$ cat src/clkfo_pkg.sv
// Constants for the clock fan-out control block: I2C address, byte layout, reset values.
// Assumes a single 100 MHz system clock and that all pins are synchronised before use.
package clkfo_pkg;
  localparam int NUM_PAIRS = 14;
  localparam int NUM_SHARED = 6;
  localparam int SYNC_W = 5;
  // Synchroniser reset levels match the idle pins, SCL and SDA high, so no false edge follows reset.
  localparam logic [4:0] SYNC_IDLE = 5'h03;
  // Seven-bit slave address, most significant bit first: 1101001.
  localparam logic [6:0] I2C_ADDR = 7'h69;
  localparam logic [7:0] BYTE_COUNT_RESET = 8'h09;
  localparam logic [4:0] REG_IDX_CTRL_A = 5'h06;
  localparam logic [4:0] REG_IDX_CTRL_B = 5'h07;
  // Write transfers carry a command byte and a count byte before data index 0.
  localparam logic [4:0] WR_DATA_OFS = 5'h02;
  // Read transfers carry the count byte before data index 0.
  localparam logic [4:0] RD_DATA_OFS = 5'h01;
  localparam logic [4:0] POS_MAX = 5'h1f;
  localparam logic [3:0] BITS_PER_BYTE = 4'h8;
  localparam int A_SEL_BIT = 7;
  localparam int A_SDR_DRV_BIT = 6;
  localparam int A_DDR_DRV_BIT = 5;
  localparam int A_PAIR1213_BIT = 4;
  localparam int A_PAIR8_BIT = 0;
  localparam int B_PAIR6_BIT = 6;
  localparam logic [6:0] CTRL_A_RESET = 7'h1f;
  localparam logic [7:0] CTRL_B_RESET = 8'hff;
  localparam logic [7:0] READ_FILL = 8'h00;
  typedef enum logic [2:0] {
    ST_IDLE,
    ST_ADDR,
    ST_ACK_ADDR,
    ST_RX,
    ST_ACK_RX,
    ST_TX,
    ST_ACK_TX
  } clkfo_state_t;
endpackage : clkfo_pkg

$ cat src/clkfo_sync.sv
// Two-stage synchroniser for a group of asynchronous pin inputs.
// Assumes the inputs are quasi-static or slow compared with the clock.
`timescale 1ns/10ps
module clkfo_sync #(
  parameter int W = 1,
  parameter logic [W-1:0] RST_VAL = '0
) (
  input wire logic clk,
  input wire logic rst_n,
  input wire logic [W-1:0] async_in,
  output logic [W-1:0] sync_out
);
  logic [W-1:0] meta_q;
  logic [W-1:0] meta_d;
  logic [W-1:0] sync_d;

  always_comb begin
    meta_d = async_in;
    sync_d = meta_q;
  end

  always_ff @(posedge clk) begin
    if (!rst_n) begin
      meta_q <= RST_VAL;
      sync_out <= RST_VAL;
    end else begin
      meta_q <= meta_d;
      sync_out <= sync_d;
    end
  end
endmodule : clkfo_sync

$ cat src/clkfo_out_gate.sv
// Output stage: per-pair gating, mode-dependent complement and power-down enables.
// Assumes the reference and the level inputs are already synchronised to clk.
`timescale 1ns/10ps
module clkfo_out_gate #(
  parameter int NP = 14,
  parameter int NS = 6
) (
  input wire logic clk,
  input wire logic rst_n,
  input wire logic ref_s,
  input wire logic pd_n_s,
  input wire logic sdr_mode,
  input wire logic [NP-1:0] en,
  output logic [NP-1:0] t_q,
  output logic [NP-1:0] c_q,
  output logic oe_n_q,
  output logic fb_q,
  output logic fb_oe_n_q
);
  logic oe_n_d;
  logic fb_d;

  genvar i;
  generate
    for (i = 0; i < NP; i++) begin : g_pair
      logic hold_d;
      logic hold_q;
      logic t_d;
      logic c_d;
      logic same_phase;
      if (i < NS) begin : g_shared
        assign same_phase = sdr_mode;
      end else begin : g_ddr
        assign same_phase = 1'b0;
      end
      // The enable is only taken while the reference is low, so no runt pulse can appear except on a same-phase complement output in SDR mode.
      always_comb begin
        hold_d = ref_s ? hold_q : en[i];
        t_d = ref_s & hold_q;
        c_d = hold_q ? (same_phase ? ref_s : ~ref_s) : 1'b1;
      end
      always_ff @(posedge clk) begin
        if (!rst_n) begin
          hold_q <= 1'b1;
          t_q[i] <= 1'b0;
          c_q[i] <= 1'b1;
        end else begin
          hold_q <= hold_d;
          t_q[i] <= t_d;
          c_q[i] <= c_d;
        end
      end
    end
  endgenerate

  always_comb begin
    oe_n_d = ~pd_n_s;
    fb_d = ref_s;
  end

  always_ff @(posedge clk) begin
    if (!rst_n) begin
      oe_n_q <= 1'b1;
      fb_q <= 1'b0;
      fb_oe_n_q <= 1'b1;
    end else begin
      oe_n_q <= oe_n_d;
      fb_q <= fb_d;
      fb_oe_n_q <= oe_n_d;
    end
  end
endmodule : clkfo_out_gate

$ cat src/clkfo_top.sv
// Clock fan-out control: I2C slave, enable and drive registers, output stage.
// Assumes SDA is open drain with an external pull-up and SCL is at most a few MHz.
`timescale 1ns/10ps
module clkfo_top (
  input wire logic MCLK,
  input wire logic NRST,
  input wire logic REF_CLK_IN,
  input wire logic MODE_DDR_ONLY,
  input wire logic POWER_DOWN_N,
  input wire logic SCL,
  input wire logic SDA_IN,
  output logic SDA_OUT,
  output logic SDA_OE_N,
  output logic [clkfo_pkg::NUM_PAIRS-1:0] PAIR_T,
  output logic [clkfo_pkg::NUM_PAIRS-1:0] PAIR_C,
  output logic PAIR_OE_N,
  output logic FEEDBACK_CLOCK_OUT,
  output logic FEEDBACK_OE_N,
  output logic DDR_DRIVE_ENH,
  output logic SDR_DRIVE_ENH,
  output logic SDR_MODE
);
  import clkfo_pkg::*;

  logic [SYNC_W-1:0] sync_s;
  logic ref_s;
  logic sel_s;
  logic pd_s;
  logic scl_s;
  logic sda_s;
  logic scl_p_q;
  logic sda_p_q;
  logic scl_rise;
  logic scl_fall;
  logic start_cond;
  logic stop_cond;

  clkfo_state_t st_q;
  clkfo_state_t st_d;
  logic [3:0] bit_q;
  logic [3:0] bit_d;
  logic [7:0] shift_q;
  logic [7:0] shift_d;
  logic [4:0] pos_q;
  logic [4:0] pos_d;
  logic rw_q;
  logic rw_d;
  logic nack_q;
  logic nack_d;
  logic sda_oe_n_d;
  logic wr_en;
  logic [4:0] wr_idx;

  logic [6:0] ctrl_a_q;
  logic [6:0] ctrl_a_d;
  logic [7:0] ctrl_b_q;
  logic [7:0] ctrl_b_d;
  logic ddr_enh_d;
  logic sdr_enh_d;
  logic [NUM_PAIRS-1:0] en_vec;

  clkfo_sync #(
    .W(SYNC_W),
    .RST_VAL(SYNC_IDLE)
  ) u_sync (
    .clk(MCLK),
    .rst_n(NRST),
    .async_in({REF_CLK_IN, MODE_DDR_ONLY, POWER_DOWN_N, SCL, SDA_IN}),
    .sync_out(sync_s)
  );

  assign ref_s = sync_s[4];
  assign sel_s = sync_s[3];
  assign pd_s = sync_s[2];
  assign scl_s = sync_s[1];
  assign sda_s = sync_s[0];
  assign scl_rise = scl_s & ~scl_p_q;
  assign scl_fall = ~scl_s & scl_p_q;
  assign start_cond = scl_s & scl_p_q & sda_p_q & ~sda_s;
  assign stop_cond = scl_s & scl_p_q & ~sda_p_q & sda_s;

  // Byte presented at a given position of a read transfer.
  function automatic logic [7:0] rd_byte(input logic [4:0] pos, input logic sel,
                                         input logic [6:0] a, input logic [7:0] b);
    logic [4:0] idx;
    idx = pos - RD_DATA_OFS;
    if (pos == 5'h00) begin
      rd_byte = BYTE_COUNT_RESET;
    end else if (idx == REG_IDX_CTRL_A) begin
      rd_byte = {sel, a};
    end else if (idx == REG_IDX_CTRL_B) begin
      rd_byte = b;
    end else begin
      rd_byte = READ_FILL;
    end
  endfunction : rd_byte

  always_comb begin
    st_d = st_q;
    bit_d = bit_q;
    shift_d = shift_q;
    pos_d = pos_q;
    rw_d = rw_q;
    nack_d = nack_q;
    sda_oe_n_d = SDA_OE_N;
    wr_en = 1'b0;
    wr_idx = pos_q - WR_DATA_OFS;
    if (start_cond) begin
      st_d = ST_ADDR;
      bit_d = 4'h0;
      sda_oe_n_d = 1'b1;
    end else if (stop_cond) begin
      st_d = ST_IDLE;
      sda_oe_n_d = 1'b1;
    end else begin
      case (st_q)
        ST_ADDR, ST_RX: begin
          if (scl_rise && bit_q != BITS_PER_BYTE) begin
            shift_d = {shift_q[6:0], sda_s};
            bit_d = bit_q + 4'h1;
          end else if (scl_fall && bit_q == BITS_PER_BYTE) begin
            if (st_q == ST_ADDR) begin
              if (shift_q[7:1] == I2C_ADDR) begin
                st_d = ST_ACK_ADDR;
                sda_oe_n_d = 1'b0;
                rw_d = shift_q[0];
                pos_d = 5'h00;
              end else begin
                st_d = ST_IDLE;
              end
            end else begin
              // Command and count bytes are acknowledged but never stored.
              st_d = ST_ACK_RX;
              sda_oe_n_d = 1'b0;
              wr_en = (pos_q >= WR_DATA_OFS);
              if (pos_q != POS_MAX) begin
                pos_d = pos_q + 5'h01;
              end
            end
          end
        end
        ST_ACK_ADDR: begin
          if (scl_fall) begin
            bit_d = 4'h0;
            if (rw_q) begin
              st_d = ST_TX;
              shift_d = rd_byte(pos_q, sel_s, ctrl_a_q, ctrl_b_q);
              sda_oe_n_d = rd_byte(pos_q, sel_s, ctrl_a_q, ctrl_b_q) >= 8'h80;
              bit_d = 4'h1;
              pos_d = pos_q + 5'h01;
            end else begin
              st_d = ST_RX;
              sda_oe_n_d = 1'b1;
            end
          end
        end
        ST_ACK_RX: begin
          if (scl_fall) begin
            st_d = ST_RX;
            bit_d = 4'h0;
            sda_oe_n_d = 1'b1;
          end
        end
        ST_TX: begin
          if (scl_fall) begin
            if (bit_q == BITS_PER_BYTE) begin
              st_d = ST_ACK_TX;
              sda_oe_n_d = 1'b1;
            end else begin
              shift_d = {shift_q[6:0], 1'b0};
              sda_oe_n_d = shift_q[6];
              bit_d = bit_q + 4'h1;
            end
          end
        end
        ST_ACK_TX: begin
          if (scl_rise) begin
            nack_d = sda_s;
          end else if (scl_fall) begin
            if (nack_q) begin
              st_d = ST_IDLE;
            end else begin
              st_d = ST_TX;
              shift_d = rd_byte(pos_q, sel_s, ctrl_a_q, ctrl_b_q);
              sda_oe_n_d = rd_byte(pos_q, sel_s, ctrl_a_q, ctrl_b_q) >= 8'h80;
              bit_d = 4'h1;
              if (pos_q != POS_MAX) begin
                pos_d = pos_q + 5'h01;
              end
            end
          end
        end
        default: begin
          st_d = ST_IDLE;
          sda_oe_n_d = 1'b1;
        end
      endcase
    end
  end

  always_ff @(posedge MCLK) begin
    if (!NRST) begin
      st_q <= ST_IDLE;
      bit_q <= 4'h0;
      shift_q <= 8'h00;
      pos_q <= 5'h00;
      rw_q <= 1'b0;
      nack_q <= 1'b0;
      scl_p_q <= 1'b1;
      sda_p_q <= 1'b1;
      SDA_OE_N <= 1'b1;
      SDA_OUT <= 1'b0;
    end else begin
      st_q <= st_d;
      bit_q <= bit_d;
      shift_q <= shift_d;
      pos_q <= pos_d;
      rw_q <= rw_d;
      nack_q <= nack_d;
      scl_p_q <= scl_s;
      sda_p_q <= sda_s;
      SDA_OE_N <= sda_oe_n_d;
      SDA_OUT <= 1'b0;
    end
  end

  // Register bank and drive decode. Bit 7 of the first byte has no storage at all.
  always_comb begin
    ctrl_a_d = ctrl_a_q;
    ctrl_b_d = ctrl_b_q;
    if (wr_en && wr_idx == REG_IDX_CTRL_A) begin
      ctrl_a_d = shift_q[6:0];
    end
    if (wr_en && wr_idx == REG_IDX_CTRL_B) begin
      ctrl_b_d = shift_q;
    end
    ddr_enh_d = ~ctrl_a_q[A_DDR_DRV_BIT];
    sdr_enh_d = ~ctrl_a_q[A_DDR_DRV_BIT] | ctrl_a_q[A_SDR_DRV_BIT];
  end

  always_ff @(posedge MCLK) begin
    if (!NRST) begin
      ctrl_a_q <= CTRL_A_RESET;
      ctrl_b_q <= CTRL_B_RESET;
      DDR_DRIVE_ENH <= 1'b1;
      SDR_DRIVE_ENH <= 1'b1;
      SDR_MODE <= 1'b0;
    end else begin
      ctrl_a_q <= ctrl_a_d;
      ctrl_b_q <= ctrl_b_d;
      DDR_DRIVE_ENH <= ddr_enh_d;
      SDR_DRIVE_ENH <= sdr_enh_d;
      SDR_MODE <= ~sel_s;
    end
  end

  assign en_vec = {{2{ctrl_a_q[A_PAIR1213_BIT]}}, ctrl_a_q[A_PAIR1213_BIT-1:A_PAIR8_BIT],
                   ctrl_b_q};

  clkfo_out_gate #(
    .NP(NUM_PAIRS),
    .NS(NUM_SHARED)
  ) u_gate (
    .clk(MCLK),
    .rst_n(NRST),
    .ref_s(ref_s),
    .pd_n_s(pd_s),
    .sdr_mode(~sel_s),
    .en(en_vec),
    .t_q(PAIR_T),
    .c_q(PAIR_C),
    .oe_n_q(PAIR_OE_N),
    .fb_q(FEEDBACK_CLOCK_OUT),
    .fb_oe_n_q(FEEDBACK_OE_N)
  );
endmodule : clkfo_top

$ cat config.mk
export PLATFORM = sky130hd
export DESIGN_NAME = clkfo_top
export DESIGN_NICKNAME = d
export VERILOG_FILES = /design/src/clkfo_pkg.sv /design/src/clkfo_sync.sv /design/src/clkfo_out_gate.sv /design/src/clkfo_top.sv
export SDC_FILE = /design/constraint.sdc
export NUM_CORES = 1
export LEC_CHECK = 0
export BUFFER_PORTS_ARGS = -buffer_cell sky130_fd_sc_hd__buf_2
export CAP_MARGIN = 20
export CORE_ASPECT_RATIO = 0.9
export CORE_MARGIN = 4
export CORE_UTILIZATION = 50
export DETAILED_ROUTE_END_ITERATION = 16
export HOLD_SLACK_MARGIN = 0.03
export PLACE_DENSITY = 0.76
export SETUP_SLACK_MARGIN = 0.4
export SLEW_MARGIN = 20
export SYNTH_ARGS = -nofsm -noshare
export SYNTH_HDL_FRONTEND = slang
export SYNTH_SLANG_ARGS = --single-unit
export TNS_END_PERCENT = 30
$ cat constraint.sdc
create_clock -name MCLK -period 6.3 [get_ports MCLK]
set_input_delay 0.945 -clock MCLK [delete_from_list [all_inputs] [get_ports MCLK]]
set_output_delay 0.945 -clock MCLK [all_outputs]
set_load 0.01 [all_outputs]
==> results.md, run 1 <==
- Worst-margin pin slew: around 0.8 ns
- Post-Syn Instances: between 400 and 500
- Post-Syn Area per Cell: just over 9 um2
- Layout Utilization: between 50% and 60%
- Clock transition at the registers of the reported paths: about 0.11 ns
- Sw Ratio: a little over a third
- Overall via count from detail_route: 3189
- Reported net switching power: 527 uW
- Min cycle time layout: roughly 2.6 ns
- Total of flip-flops plus latches after synthesis: 94
- Nature of the critical path startpoint: flip-flop
- Wire length of the first global-routing pass: 13.9 mm
- Half-perimeter wire length of the detailed placement result: approximately 5.8 mm
- Number of hold violations in the final report: 0
- Remaining design rule violation count: 0
- Clock power share: about 28%
- DR WL/cell: around 15 um
- Commonest cells after routing, fill and taps aside: 93 x dfxtp_1, 60 x nand2_1, 41 x buf_2
- Total number of clock tree sinks: between 90 and 100
- Detailed Route WL: 8.49 mm
- Number of global-route vias before repair: 2888
- Peak fanout along the critical path: 25
- Number of library cell types mapped by synthesis: between 60 and 70
- Hold path endpoint: u_gate.oe_n_q
- Site row count: 30
- Worst-case reg-to-reg path depth: 5
- Maximum vdd ir drop: between 0.15 and 0.2 mV
- Worst-Skew Late Latency: 0.37 ns
- Cell Int Power: about 980 uW
- Antenna violations before repair: 0
- Run status: complete, no violations
- Post-Place Worst Slack: between 3 and 4 ns
- Number of maximum-capacitance violations: 0
- Pwr Density: around 340 nW/um2
- Required time reported for the critical path endpoint: ~6.6 ns
- Worst reg2reg startpoint: st_q[0]
- Number of antenna repair diodes: 0
- Layout area overhead: 9.81%
- Cell area after synthesis: 4070 um2
- Total negative slack for setup checks: 0 ns
- Kind of critical path: reg -> reg
- Data arrival time of the critical path: ~2.8 ns
- CTS H-Tree Depth: 3
- Average vias per placed instance: between 5 and 6
- Slew Viols, Final: 0
- Register area share after synthesis: 46.2%
- Highest achievable clock rate: a little under 400 MHz
- Post-Route Skew: about 0.016 ns
- Register area: 1880 um2
- Register-to-register path setup slack: between 3 and 4 ns
- Die area: approximately 9700 um2
- Deepest clock path buffer count: 2
- Total number of yosys warnings: 0
- Standard cell core area: 7730 um2
- Number of enable-type register cells in the synthesized netlist: 0
- Comb power frac: roughly a quarter
- Total congestion overflow after global routing: 0
- Worst reg2reg endpoint: pos_q[3]
- Ports placed on the boundary: 43
- RSZ-0062 raised after global routing: no
- FFs w/ async S/R, synth: 0%
- Final design area excluding fillers: roughly 4500 um2
- Clock tree from TritonCTS: built
- Main synth FF type: dfxtp_1
- Initial core utilization: between 50% and 60%
- Final setup violation count: 0
- Remaining antenna violation count: 0
- Hold wc startpoint: u_sync.sync_out[2]
- # resized after CTS: 0
- Critical path capture point type: flip-flop
- Clock Root Buffer: clkbuf_8
- Worst hold margin: between 0.3 and 0.4 ns
- Router iterations before antenna repair: 5
- Fraction of power consumed by sequential logic: a little under half
- Most common cell after layout, fill and taps aside: dfxtp_1
- Last weighted congestion value of the routability-driven placer: 0.920
- Die boundary width: between 100 and 150 um
- Part of the cycle the worst path needs: between 40% and 50%
- Nets: approximately 480
- Initial detailed-routing violation count: 229
- Maximum number of pins on one net before global-route repair: 73
- Number of buffers inserted during clock tree synthesis: 9
- Placed cell area: ~4300 um2
- Layout cells sized above 1: 15.5%
- CTS hold repair buffers: 0
- Worst Slack Setup Final: 3.74 ns
- Total routing resource utilization after global routing: about 18%
- Number of nets in the synthesized netlist: 461
- Standby leakage power: roughly 1.9 nW
- Number of buffers added on ports: 41
- Min-Delay Path Depth: 1
- Max_slew headroom: 48.1%
- Class of the tightest hold or removal check: reg -> reg
- Area of combinational cells with multiple inputs: approximately 2000 um2
- Height of the die: just over 90 um
- Post-CTS setup repair buffer count: 0
- Filler Cells Inserted: 694
==> synth_stat cells (2+ instances only) <==
| cell type | instances | area [um2] |
|---|---|---|
| buf_4 | 4 | 30.0 |
| and3_1 | 16 | 100 |
| o311ai_1 | 2 | 17.5 |
| a21oi_1 | 18 | 90.1 |
| dfxtp_1 | 94 | 1880 |
| a211oi_1 | 3 | 22.5 |
| o21ai_0 | 10 | 50.1 |
| o32ai_1 | 2 | 17.5 |
| o221a_1 | 4 | 45.0 |
| nand4b_1 | 2 | 17.5 |
| o211ai_1 | 3 | 22.5 |
| nand2_1 | 60 | 225 |
| and2_1 | 8 | 50.1 |
| nor4_1 | 6 | 37.5 |
| a31oi_1 | 2 | 12.5 |
| buf_1 | 3 | 11.3 |
| nor2b_1 | 4 | 25.0 |
| clkbuf_1 | 13 | 48.8 |
| o22ai_1 | 4 | 25.0 |
| xor2_1 | 3 | 26.3 |
| and4_1 | 2 | 17.5 |
| ha_1 | 12 | 150 |
| or2_2 | 3 | 18.8 |
| nand3b_1 | 3 | 22.5 |
| buf_2 | 9 | 45.0 |
| mux2i_1 | 32 | 320 |
| inv_1 | 20 | 75.1 |
| o41ai_1 | 2 | 17.5 |
| nand3_1 | 12 | 60.1 |
| a32oi_1 | 2 | 17.5 |
| a21o_1 | 2 | 15.0 |
| xnor2_1 | 3 | 26.3 |
| o21a_1 | 5 | 37.5 |
| nor2_1 | 26 | 97.6 |
| nand2b_1 | 10 | 62.6 |
| nand4_1 | 2 | 12.5 |
| nor3_1 | 7 | 35.0 |
==> layout make-up <==
| cell class | count | share of cell area (%) |
|---|---|---|
| multi-input cells | 298 | 44.0 |
| flip-flops and latches | 94 | 42.1 |
| repair buffers | 42 | 4.76 |
| clock buffers | 9 | 2.77 |
| well taps | 96 | 2.69 |
| clock inverters | 7 | 1.96 |
| inverters | 20 | 1.68 |
==> sequential cells by signal, summed over array words and instances, names as in the netlist <==
signal	count
u_gate.c_q	13
u_gate.g_pair.hold_q	13
u_gate.t_q	13
ctrl_b_q	8
shift_q	8
ctrl_a_q	7
pos_q	5
u_sync.meta_q	5
u_sync.sync_out	5
bit_q	4
st_q	3
DDR_DRIVE_ENH	1
SDA_OE_N	1
SDR_DRIVE_ENH	1
SDR_MODE	1
nack_q	1
rw_q	1
scl_p_q	1
sda_p_q	1
u_gate.fb_q	1
u_gate.oe_n_q	1
==> critical path, cell delays in order, from the launching register on <==
cell      delay (ns)
dfxtp_1         0.84
nand2b_1        0.57
a21oi_1         0.19
a221oi_2        0.31
nand3_1         0.20
o41ai_1         0.36
==> per-stage QoR <==
step                      total power [mW]  std cells
final                                 1.50        566
after global routing                  1.58        566
after CTS                             1.51        566
after detailed placement              1.08        550
after global placement                1.07        550
after floorplan                       1.00        442
==> power groups by stage <==
stage	Sequential, mW	Combinational, mW	Clock (mW)
detailed placement	0.710	0.373	0
floorplan	0.672	0.331	0
finish	0.698	0.377	0.428
CTS	0.696	0.374	0.435
global route	0.707	0.417	0.458
global placement	0.708	0.364	0
==> worst max-delay path by stage <==
stage	start	end	slack [ns]	cells after the start
after floorplan	pos_q[2]	ctrl_a_q[0]	4.28	8
after global placement	NRST	u_gate.c_q[2]	3.78	5
after detailed placement	NRST	u_gate.c_q[1]	3.72	5
after CTS	st_q[0]	pos_q[3]	3.80	5
after global routing	st_q[0]	pos_q[3]	3.49	5
final	st_q[0]	pos_q[3]	3.74	5
==> metal layers <==
layer	track usage (%)	wire length, um	vias to the layer above	share of wire [%]
li1	-	-	1581	-
met1	24.9	3970	1497	47
met2	27.5	3910	98	46
met3	4.70	475	13	5.6
met4	6.26	139	0	1.6
met5	0	0	-	0
==> logic make-up (layout without fill, tap and decap cells) <==
group,count (synthesis),in the layout,synth area share [%]
muxes,33,33,8.15
other,1,1,0.0921
and+or+nand+nor,172,172,22.1
xor gates and xnor gates,6,6,1.29
adders and majority gates,12,12,3.69
buffers and inverters,50,78,5.44
AOI/OAI and AO/OA,74,74,13.0
DFF,94,94,46.2
Power figures use the tool's default switching activity.
==> run 2: changes to the inputs <==
--- a/config.mk
+++ b/config.mk
@@ -12,7 +12,7 @@
 export CORE_UTILIZATION = 50
 export DETAILED_ROUTE_END_ITERATION = 16
 export HOLD_SLACK_MARGIN = 0.03
-export PLACE_DENSITY = 0.76
+export PLACE_DENSITY = 0.78
 export SETUP_SLACK_MARGIN = 0.4
 export SLEW_MARGIN = 20
 export SYNTH_ARGS = -nofsm -noshare
==> constraint.sdc (replaced) <==
create_clock -name MCLK -period 2.35 [get_ports MCLK]
set_input_delay 0.3525 -clock MCLK [delete_from_list [all_inputs] [get_ports MCLK]]
set_output_delay 0.3525 -clock MCLK [all_outputs]
set_load 0.01 [all_outputs]
==> run 2 against run 1 <==
  * Sequential share of layout area is 3.8 points lower
  * First-iteration DRC count is 60% higher
  * Final cell count is 6.4% higher
  * Power grew to 3.0 times the previous value
  * Critical path depth stayed put
  * Count of clock-buffer cells in the layout stayed put
  * Flip-flop and latch count stayed put
  * Combinational power grew to 4.0 times the previous value
  * Critical path type unchanged
  * Largest cell class unchanged
  * Largest power group unchanged
==> results.md, run 2 (same netlist as run 1, synthesis figures left out) <==
- Run status: complete, no violations
- Worst-case reg-to-reg path depth: 5
- Worst-Skew Late Latency: around 0.36 ns
- CTS H-Tree Depth: 3
- Last weighted congestion value of the routability-driven placer: between 0.8 and 0.9
- Class of the tightest hold or removal check: in -> reg
- Cell Int Power: 2.89 mW
- Cell family contributing the most delay on the critical path: compound AO/OA/AOI/OAI gates
- Max_slew headroom: 58.2%
- Average vias per placed instance: approximately 5.7
- Data arrival time of the critical path: 2.18 ns
- Post-Route Skew: 0.0136 ns
- Nature of the critical path startpoint: flip-flop
- Most common cell after layout, fill and taps aside: dfxtp_1
- Layout Utilization: 64.0%
- Layout area overhead: 21.6%
- Detailed Route WL: around 9.6 mm
- Kind of critical path: reg -> reg
- Reported net switching power: between 1.5 and 2 mW
- Highest achievable clock rate: roughly 520 MHz
- Die area: 9650 um2
- Remaining antenna violation count: 0
- CTS hold repair buffers: 0
- Top flop regs: u_gate.c_q x13, u_gate.g_pair.hold_q x13, u_gate.t_q x13
- Slew Viols, Final: 0
- Standard cell core area: roughly 7700 um2
- Hold wc startpoint: SDA_IN
- Critical path capture point type: flip-flop
- Layout cells sized above 1: about 27%
- Worst reg2reg startpoint: st_q[2]
- Initial core utilization: a little over half
- Total number of clock tree sinks: 94
- Deepest clock path buffer count: 2
- Required time reported for the critical path endpoint: roughly 2.6 ns
- Number of hold violations in the final report: 0
- Placed cell area: 4420 um2
- Number of global-route vias before repair: ~3.1k
- Nets: 520
- Maximum vdd ir drop: 0.490 mV
- Sw Ratio: 35.5%
- Wire length of the first global-routing pass: 14.9 mm
- Fraction of power consumed by sequential logic: approximately 41%
- Final design area excluding fillers: 4950 um2
- Clock power share: 25.3%
- Min cycle time layout: around 1.9 ns
- Number of maximum-capacitance violations: 0
- Total congestion overflow after global routing: 0
- Clock transition at the registers of the reported paths: about 0.10 ns
- Comb power frac: 34.0%
- DR WL/cell: between 15 and 20 um
- RSZ-0062 raised after global routing: yes
- Router iterations before antenna repair: 5
- Part of the cycle the worst path needs: between 80% and 90%
- Site row count: 30
- Number of antenna repair diodes: 0
- Half-perimeter wire length of the detailed placement result: approximately 6.1 mm
- Worst reg2reg endpoint: pos_q[3]
- Delay of the slowest critical-path stage: slightly above 0.5 ns
- Number of buffers and inverters on the critical path: 0
- Ports placed on the boundary: 43
- Number of buffers inserted during clock tree synthesis: 9
- Peak fanout along the critical path: 8
- Pwr Density: roughly 900 nW/um2
- Register-to-register path setup slack: 0.41 ns
- Initial detailed-routing violation count: about 370
- Commonest cells after routing, fill and taps aside: 87 x dfxtp_1, 60 x nand2_1, 41 x buf_2
- Height of the die: roughly 94 um
- Maximum number of pins on one net before global-route repair: 64
- Cells along the critical path: nand2b_1, nor2_1, a221o_1, o311ai_1, o41ai_2
- Final setup violation count: 0
- Hold path endpoint: u_sync.meta_q[0]
- Total negative slack for setup checks: 0 ns
- Min-Delay Path Depth: 2
- Antenna violations before repair: 0
- Worst-margin pin slew: 0.621 ns
- Clock Root Buffer: clkbuf_8
- Remaining design rule violation count: 0
- Clock tree from TritonCTS: built
- Overall via count from detail_route: between 3k and 4k
- Cell with the largest stage delay on the worst path: dfxtp_1
- Standby leakage power: between 2 and 2.5 nW
- Total routing resource utilization after global routing: between 15 and 20%
- Number of buffers added on ports: a little over 40
- Die boundary width: 103 um
-- run 2: cell types whose count changed in the layout (fill, tap and decap cells not counted), sizes merged --
cell      before  now
and4           2    3
buf           42   77
clkinv         0    2
clkinvlp       2    1
inv           24   23
-- run 2: how the worst max path moves through the flow --
stage	startpoint	to	slack, ns	cells after the start
floorplan	pos_q[2]	ctrl_b_q[0]	0.39	8
global placement	pos_q[2]	ctrl_b_q[0]	0.24	7
detailed placement	pos_q[2]	ctrl_b_q[0]	0.13	7
CTS	pos_q[0]	pos_q[3]	0.37	9
global route	pos_q[1]	shift_q[5]	0.28	7
finish	st_q[2]	pos_q[3]	0.41	5
-- run 2: metrics by stage --
stage	cells	hold slack (ns)	setup WS (ns)	total power [mW]
6_report	602	0.163	0.411	4.48
2_1_floorplan	442	0.352	0.386	2.69
4_1_cts	587	0.158	0.366	4.22
3_5_place_dp	569	0.355	0.126	3.05
5_1_grt	602	0.163	0.278	4.68
3_3_place_gp	569	0.358	0.244	3.03
-- run 2: power groups by stage --
stage                     Combinational, mW  Clock [mW]  Sequential (mW)
after global placement                 1.20           0             1.84
final                                  1.52        1.13             1.82
after detailed placement               1.21           0             1.83
after global routing                   1.64        1.21             1.84
after CTS                              1.27        1.15             1.80
after floorplan                       0.891           0             1.80
-- run 2: worst reg2reg max path, stage by stage (launching register included) --
cell and delay (ns):
dfxtp_1 0.51, nand2b_1 0.25, nor2_1 0.14, a221o_1 0.46
o311ai_1 0.34, o41ai_2 0.12
-- run 2: final cells by class --
class,instances,area [um2]
multi-input combinational,299,2140
tap,96,120
sequential,94,1900
fill,624,2780
timing repair buffer,77,499
clock buffer,9,124
clock inverter,7,88.8
inverter,20,82.6
-- run 2: routing by layer --
layer	GRT usage, %	part of all wire, %	vias up
met3	4.18	7.7	10
met5	0	0	-
met1	26.0	43	1595
li1	-	-	1661
met2	31.4	49	140
met4	4.64	0.95	0
-- run 2: repair_timing --
item	CTS	global route
buffers inserted	2	14
gates cloned	0	1
setup endpoints to repair	29	31
pin swaps	4	17
gates resized for setup	15	30
==> run 3: changes to the inputs <==
--- a/config.mk
+++ b/config.mk
@@ -12,7 +12,7 @@
 export CORE_UTILIZATION = 50
 export DETAILED_ROUTE_END_ITERATION = 16
 export HOLD_SLACK_MARGIN = 0.03
-export PLACE_DENSITY = 0.78
+export PLACE_DENSITY = 0.76
 export SETUP_SLACK_MARGIN = 0.4
 export SLEW_MARGIN = 20
 export SYNTH_ARGS = -nofsm -noshare
==> constraint.sdc (replaced) <==
create_clock -name MCLK -period 1.9 [get_ports MCLK]
set_input_delay 0.285 -clock MCLK [delete_from_list [all_inputs] [get_ports MCLK]]
set_output_delay 0.285 -clock MCLK [all_outputs]
set_load 0.01 [all_outputs]
==> run 3 against run 2 <==
  * Via count is 1.7% higher
  * Core utilization increased by 2.7 points
  * Hold slack lost 0.052 ns
  * Sequential share of layout area is 1.6 points lower
  * Count of clock-buffer cells in the layout unchanged
  * Flip-flop and latch count did not move
  * Critical path depth is 2 higher
  * Routed wire length decreased by 0.17%
  * Die area did not move
  * Clock skew fell by 0.0039 ns
  * Power increased by 27%
  * Register-to-register slack lost 0.38 ns
  * Critical endpoint is now shift_q[4]
  * Largest cell class unchanged
  * Largest power group unchanged
  * Highest routed layer unchanged
==> results.md, run 3 (same netlist as run 1, synthesis figures left out) <==
- Run status: complete, no violations
- Final setup violation count: 0
- Area of combinational cells with multiple inputs: roughly 2300 um2
- Filler Cells Inserted: 590
- Comb power frac: roughly 39%
- Kind of critical path: reg -> reg
- Highest achievable clock rate: approximately 530 MHz
- Detailed Route WL: around 9.6 mm
- Router iterations before antenna repair: 5
- Height of the die: 93.6 um
- Fraction of power consumed by sequential logic: 39.2%
- Commonest cells after routing, fill and taps aside: 86 x dfxtp_1, 59 x nand2_1, 45 x buf_4
- Required time reported for the critical path endpoint: roughly 2.2 ns
- Nets: 535
- Post-Place Worst Slack: -0.0804 ns
- Clock Root Buffer: clkbuf_8
- Last weighted congestion value of the routability-driven placer: between 0.9 and 1
- Antenna violations before repair: 0
- CTS hold repair buffers: 0
- Class of the tightest hold or removal check: in -> reg
- Remaining antenna violation count: 0
- Half-perimeter wire length of the detailed placement result: approximately 6.7 mm
- Non-filler instance count after layout: just over 600
- Wire length of the first global-routing pass: roughly 15 mm
- Data arrival time of the critical path: between 2 and 2.5 ns
- Worst hold margin: roughly 0.11 ns
- Min cycle time layout: roughly 1.9 ns
- Final design area excluding fillers: 5160 um2
- Worst-case reg-to-reg path depth: 7
- Peak fanout along the critical path: 7
- CTS H-Tree Depth: 3
- Placed cell area: approximately 4600 um2
- Critical path capture point type: flip-flop
- Layout cells sized above 1: 33.4%
- Standby leakage power: 2.26 nW
- Number of maximum-capacitance violations: 0
- Number of antenna repair diodes: 0
- Worst-Skew Late Latency: 0.37 ns
- Maximum number of pins on one net before global-route repair: 28
- Total routing resource utilization after global routing: approximately a fifth
- Sw Ratio: around 36%
- Clock transition at the registers of the reported paths: around 0.090 ns
- Number of buffers added on ports: 41
- Total negative slack for setup checks: 0 ns
- Die boundary width: around 100 um
- Post-Route Skew: a little under 0.01 ns
- Deepest clock path buffer count: 2
- Number of instances in the placed design: between 500 and 600
- Ports placed on the boundary: between 40 and 50
- Part of the cycle the worst path needs: 98.6%
- Worst Slack Setup Final: ~0.027 ns
- Number of global-route vias before repair: 3173
- Most common cell after layout, fill and taps aside: dfxtp_1
- Total number of clock tree sinks: between 90 and 100
- Nature of the critical path startpoint: flip-flop
- Clock tree from TritonCTS: built
- Register area: about 1900 um2
- Initial core utilization: a little over half
- Reported net switching power: 2.05 mW
- Slew Viols, Final: 0
- Top flop regs: u_gate.c_q x13, u_gate.g_pair.hold_q x13, u_gate.t_q x13
- Min-Delay Path Depth: 2
- Layout area overhead: 26.7%
- Pwr Density: between 1000 and 1500 nW/um2
- Cell Int Power: ~3.6 mW
- Average vias per placed instance: approximately 5.6
- Clock power share: 22.2%
- DR WL/cell: 15.6 um
- Number of hold violations in the final report: 0
- Number of buffers inserted during clock tree synthesis: 9
- Die area: 9650 um2
- Site row count: 30
- Maximum vdd ir drop: 1.10 mV
- RSZ-0062 raised after global routing: yes
- Total congestion overflow after global routing: 0
- Remaining design rule violation count: 0
- Overall via count from detail_route: 3463
- Standard cell core area: between 7000 and 8000 um2
- Initial detailed-routing violation count: roughly 230
==> run 3: path summary, 6_finish.rpt <==
kind,from,end,slack [ns]
worst min register to register,u_sync.sync_out[2],u_gate.oe_n_q,0.38
worst max-delay path,pos_q[1],shift_q[4],0.03
worst max register to register,pos_q[1],shift_q[4],0.03
worst min-delay path,SCL,u_sync.meta_q[1],0.11
==> run 3: timing repair <==
action | 4_1_cts | 5_1_grt
cloned | 0 | 0
gates resized for setup | 29 | 34
pin swaps | 12 | 9
setup endpoints to repair | 37 | 37
setup buffers | 5 | 2
==> run 3: area by class of cell <==
| cell class | count | area share, % |
|---|---|---|
| Sequential cell | 94 | 36.8 |
| Tap cell | 96 | 2.33 |
| Clock inverter | 7 | 1.26 |
| Timing Repair Buffer | 93 | 12.1 |
| Inverter | 20 | 1.55 |
| Multi-Input combinational cell | 298 | 43.6 |
| Clock buffer | 9 | 2.40 |
==> run 3: power by group through the flow <==
stage | logic [mW] | registers [mW] | clock network, mW
floorplan | 1.15 | 2.23 | 0
global placement | 1.70 | 2.24 | 0
detailed placement | 1.76 | 2.24 | 0
CTS | 1.91 | 2.20 | 1.28
global route | 2.37 | 2.24 | 1.36
finish | 2.19 | 2.23 | 1.26
==> run 3: stage by stage <==
step / total power, mW / utilization [%]
floorplan: 3.38 / -
global placement: 3.94 / 59.8
detailed placement: 4.00 / 59.8
CTS: 5.39 / 64.3
global route: 5.96 / 66.7
finish: 5.67 / 66.7
==> run 3: critical path, cell delays in order, from the launching register on <==
cell and delay (ns):
dfxtp_2 0.35, inv_4 0.11, ha_4 0.15, or4bb_4 0.47
a21oi_4 0.20, nor2_4 0.10, nor4_2 0.24, o221a_1 0.21
==> run 3: per-layer routing <==
layer	track usage (%)	share of wire (%)	vias up
li1	-	-	1688
met1	27.6	43	1620
met2	31.0	47	139
met3	4.85	8.2	16
met4	5.83	1.2	0
met5	0	0	-
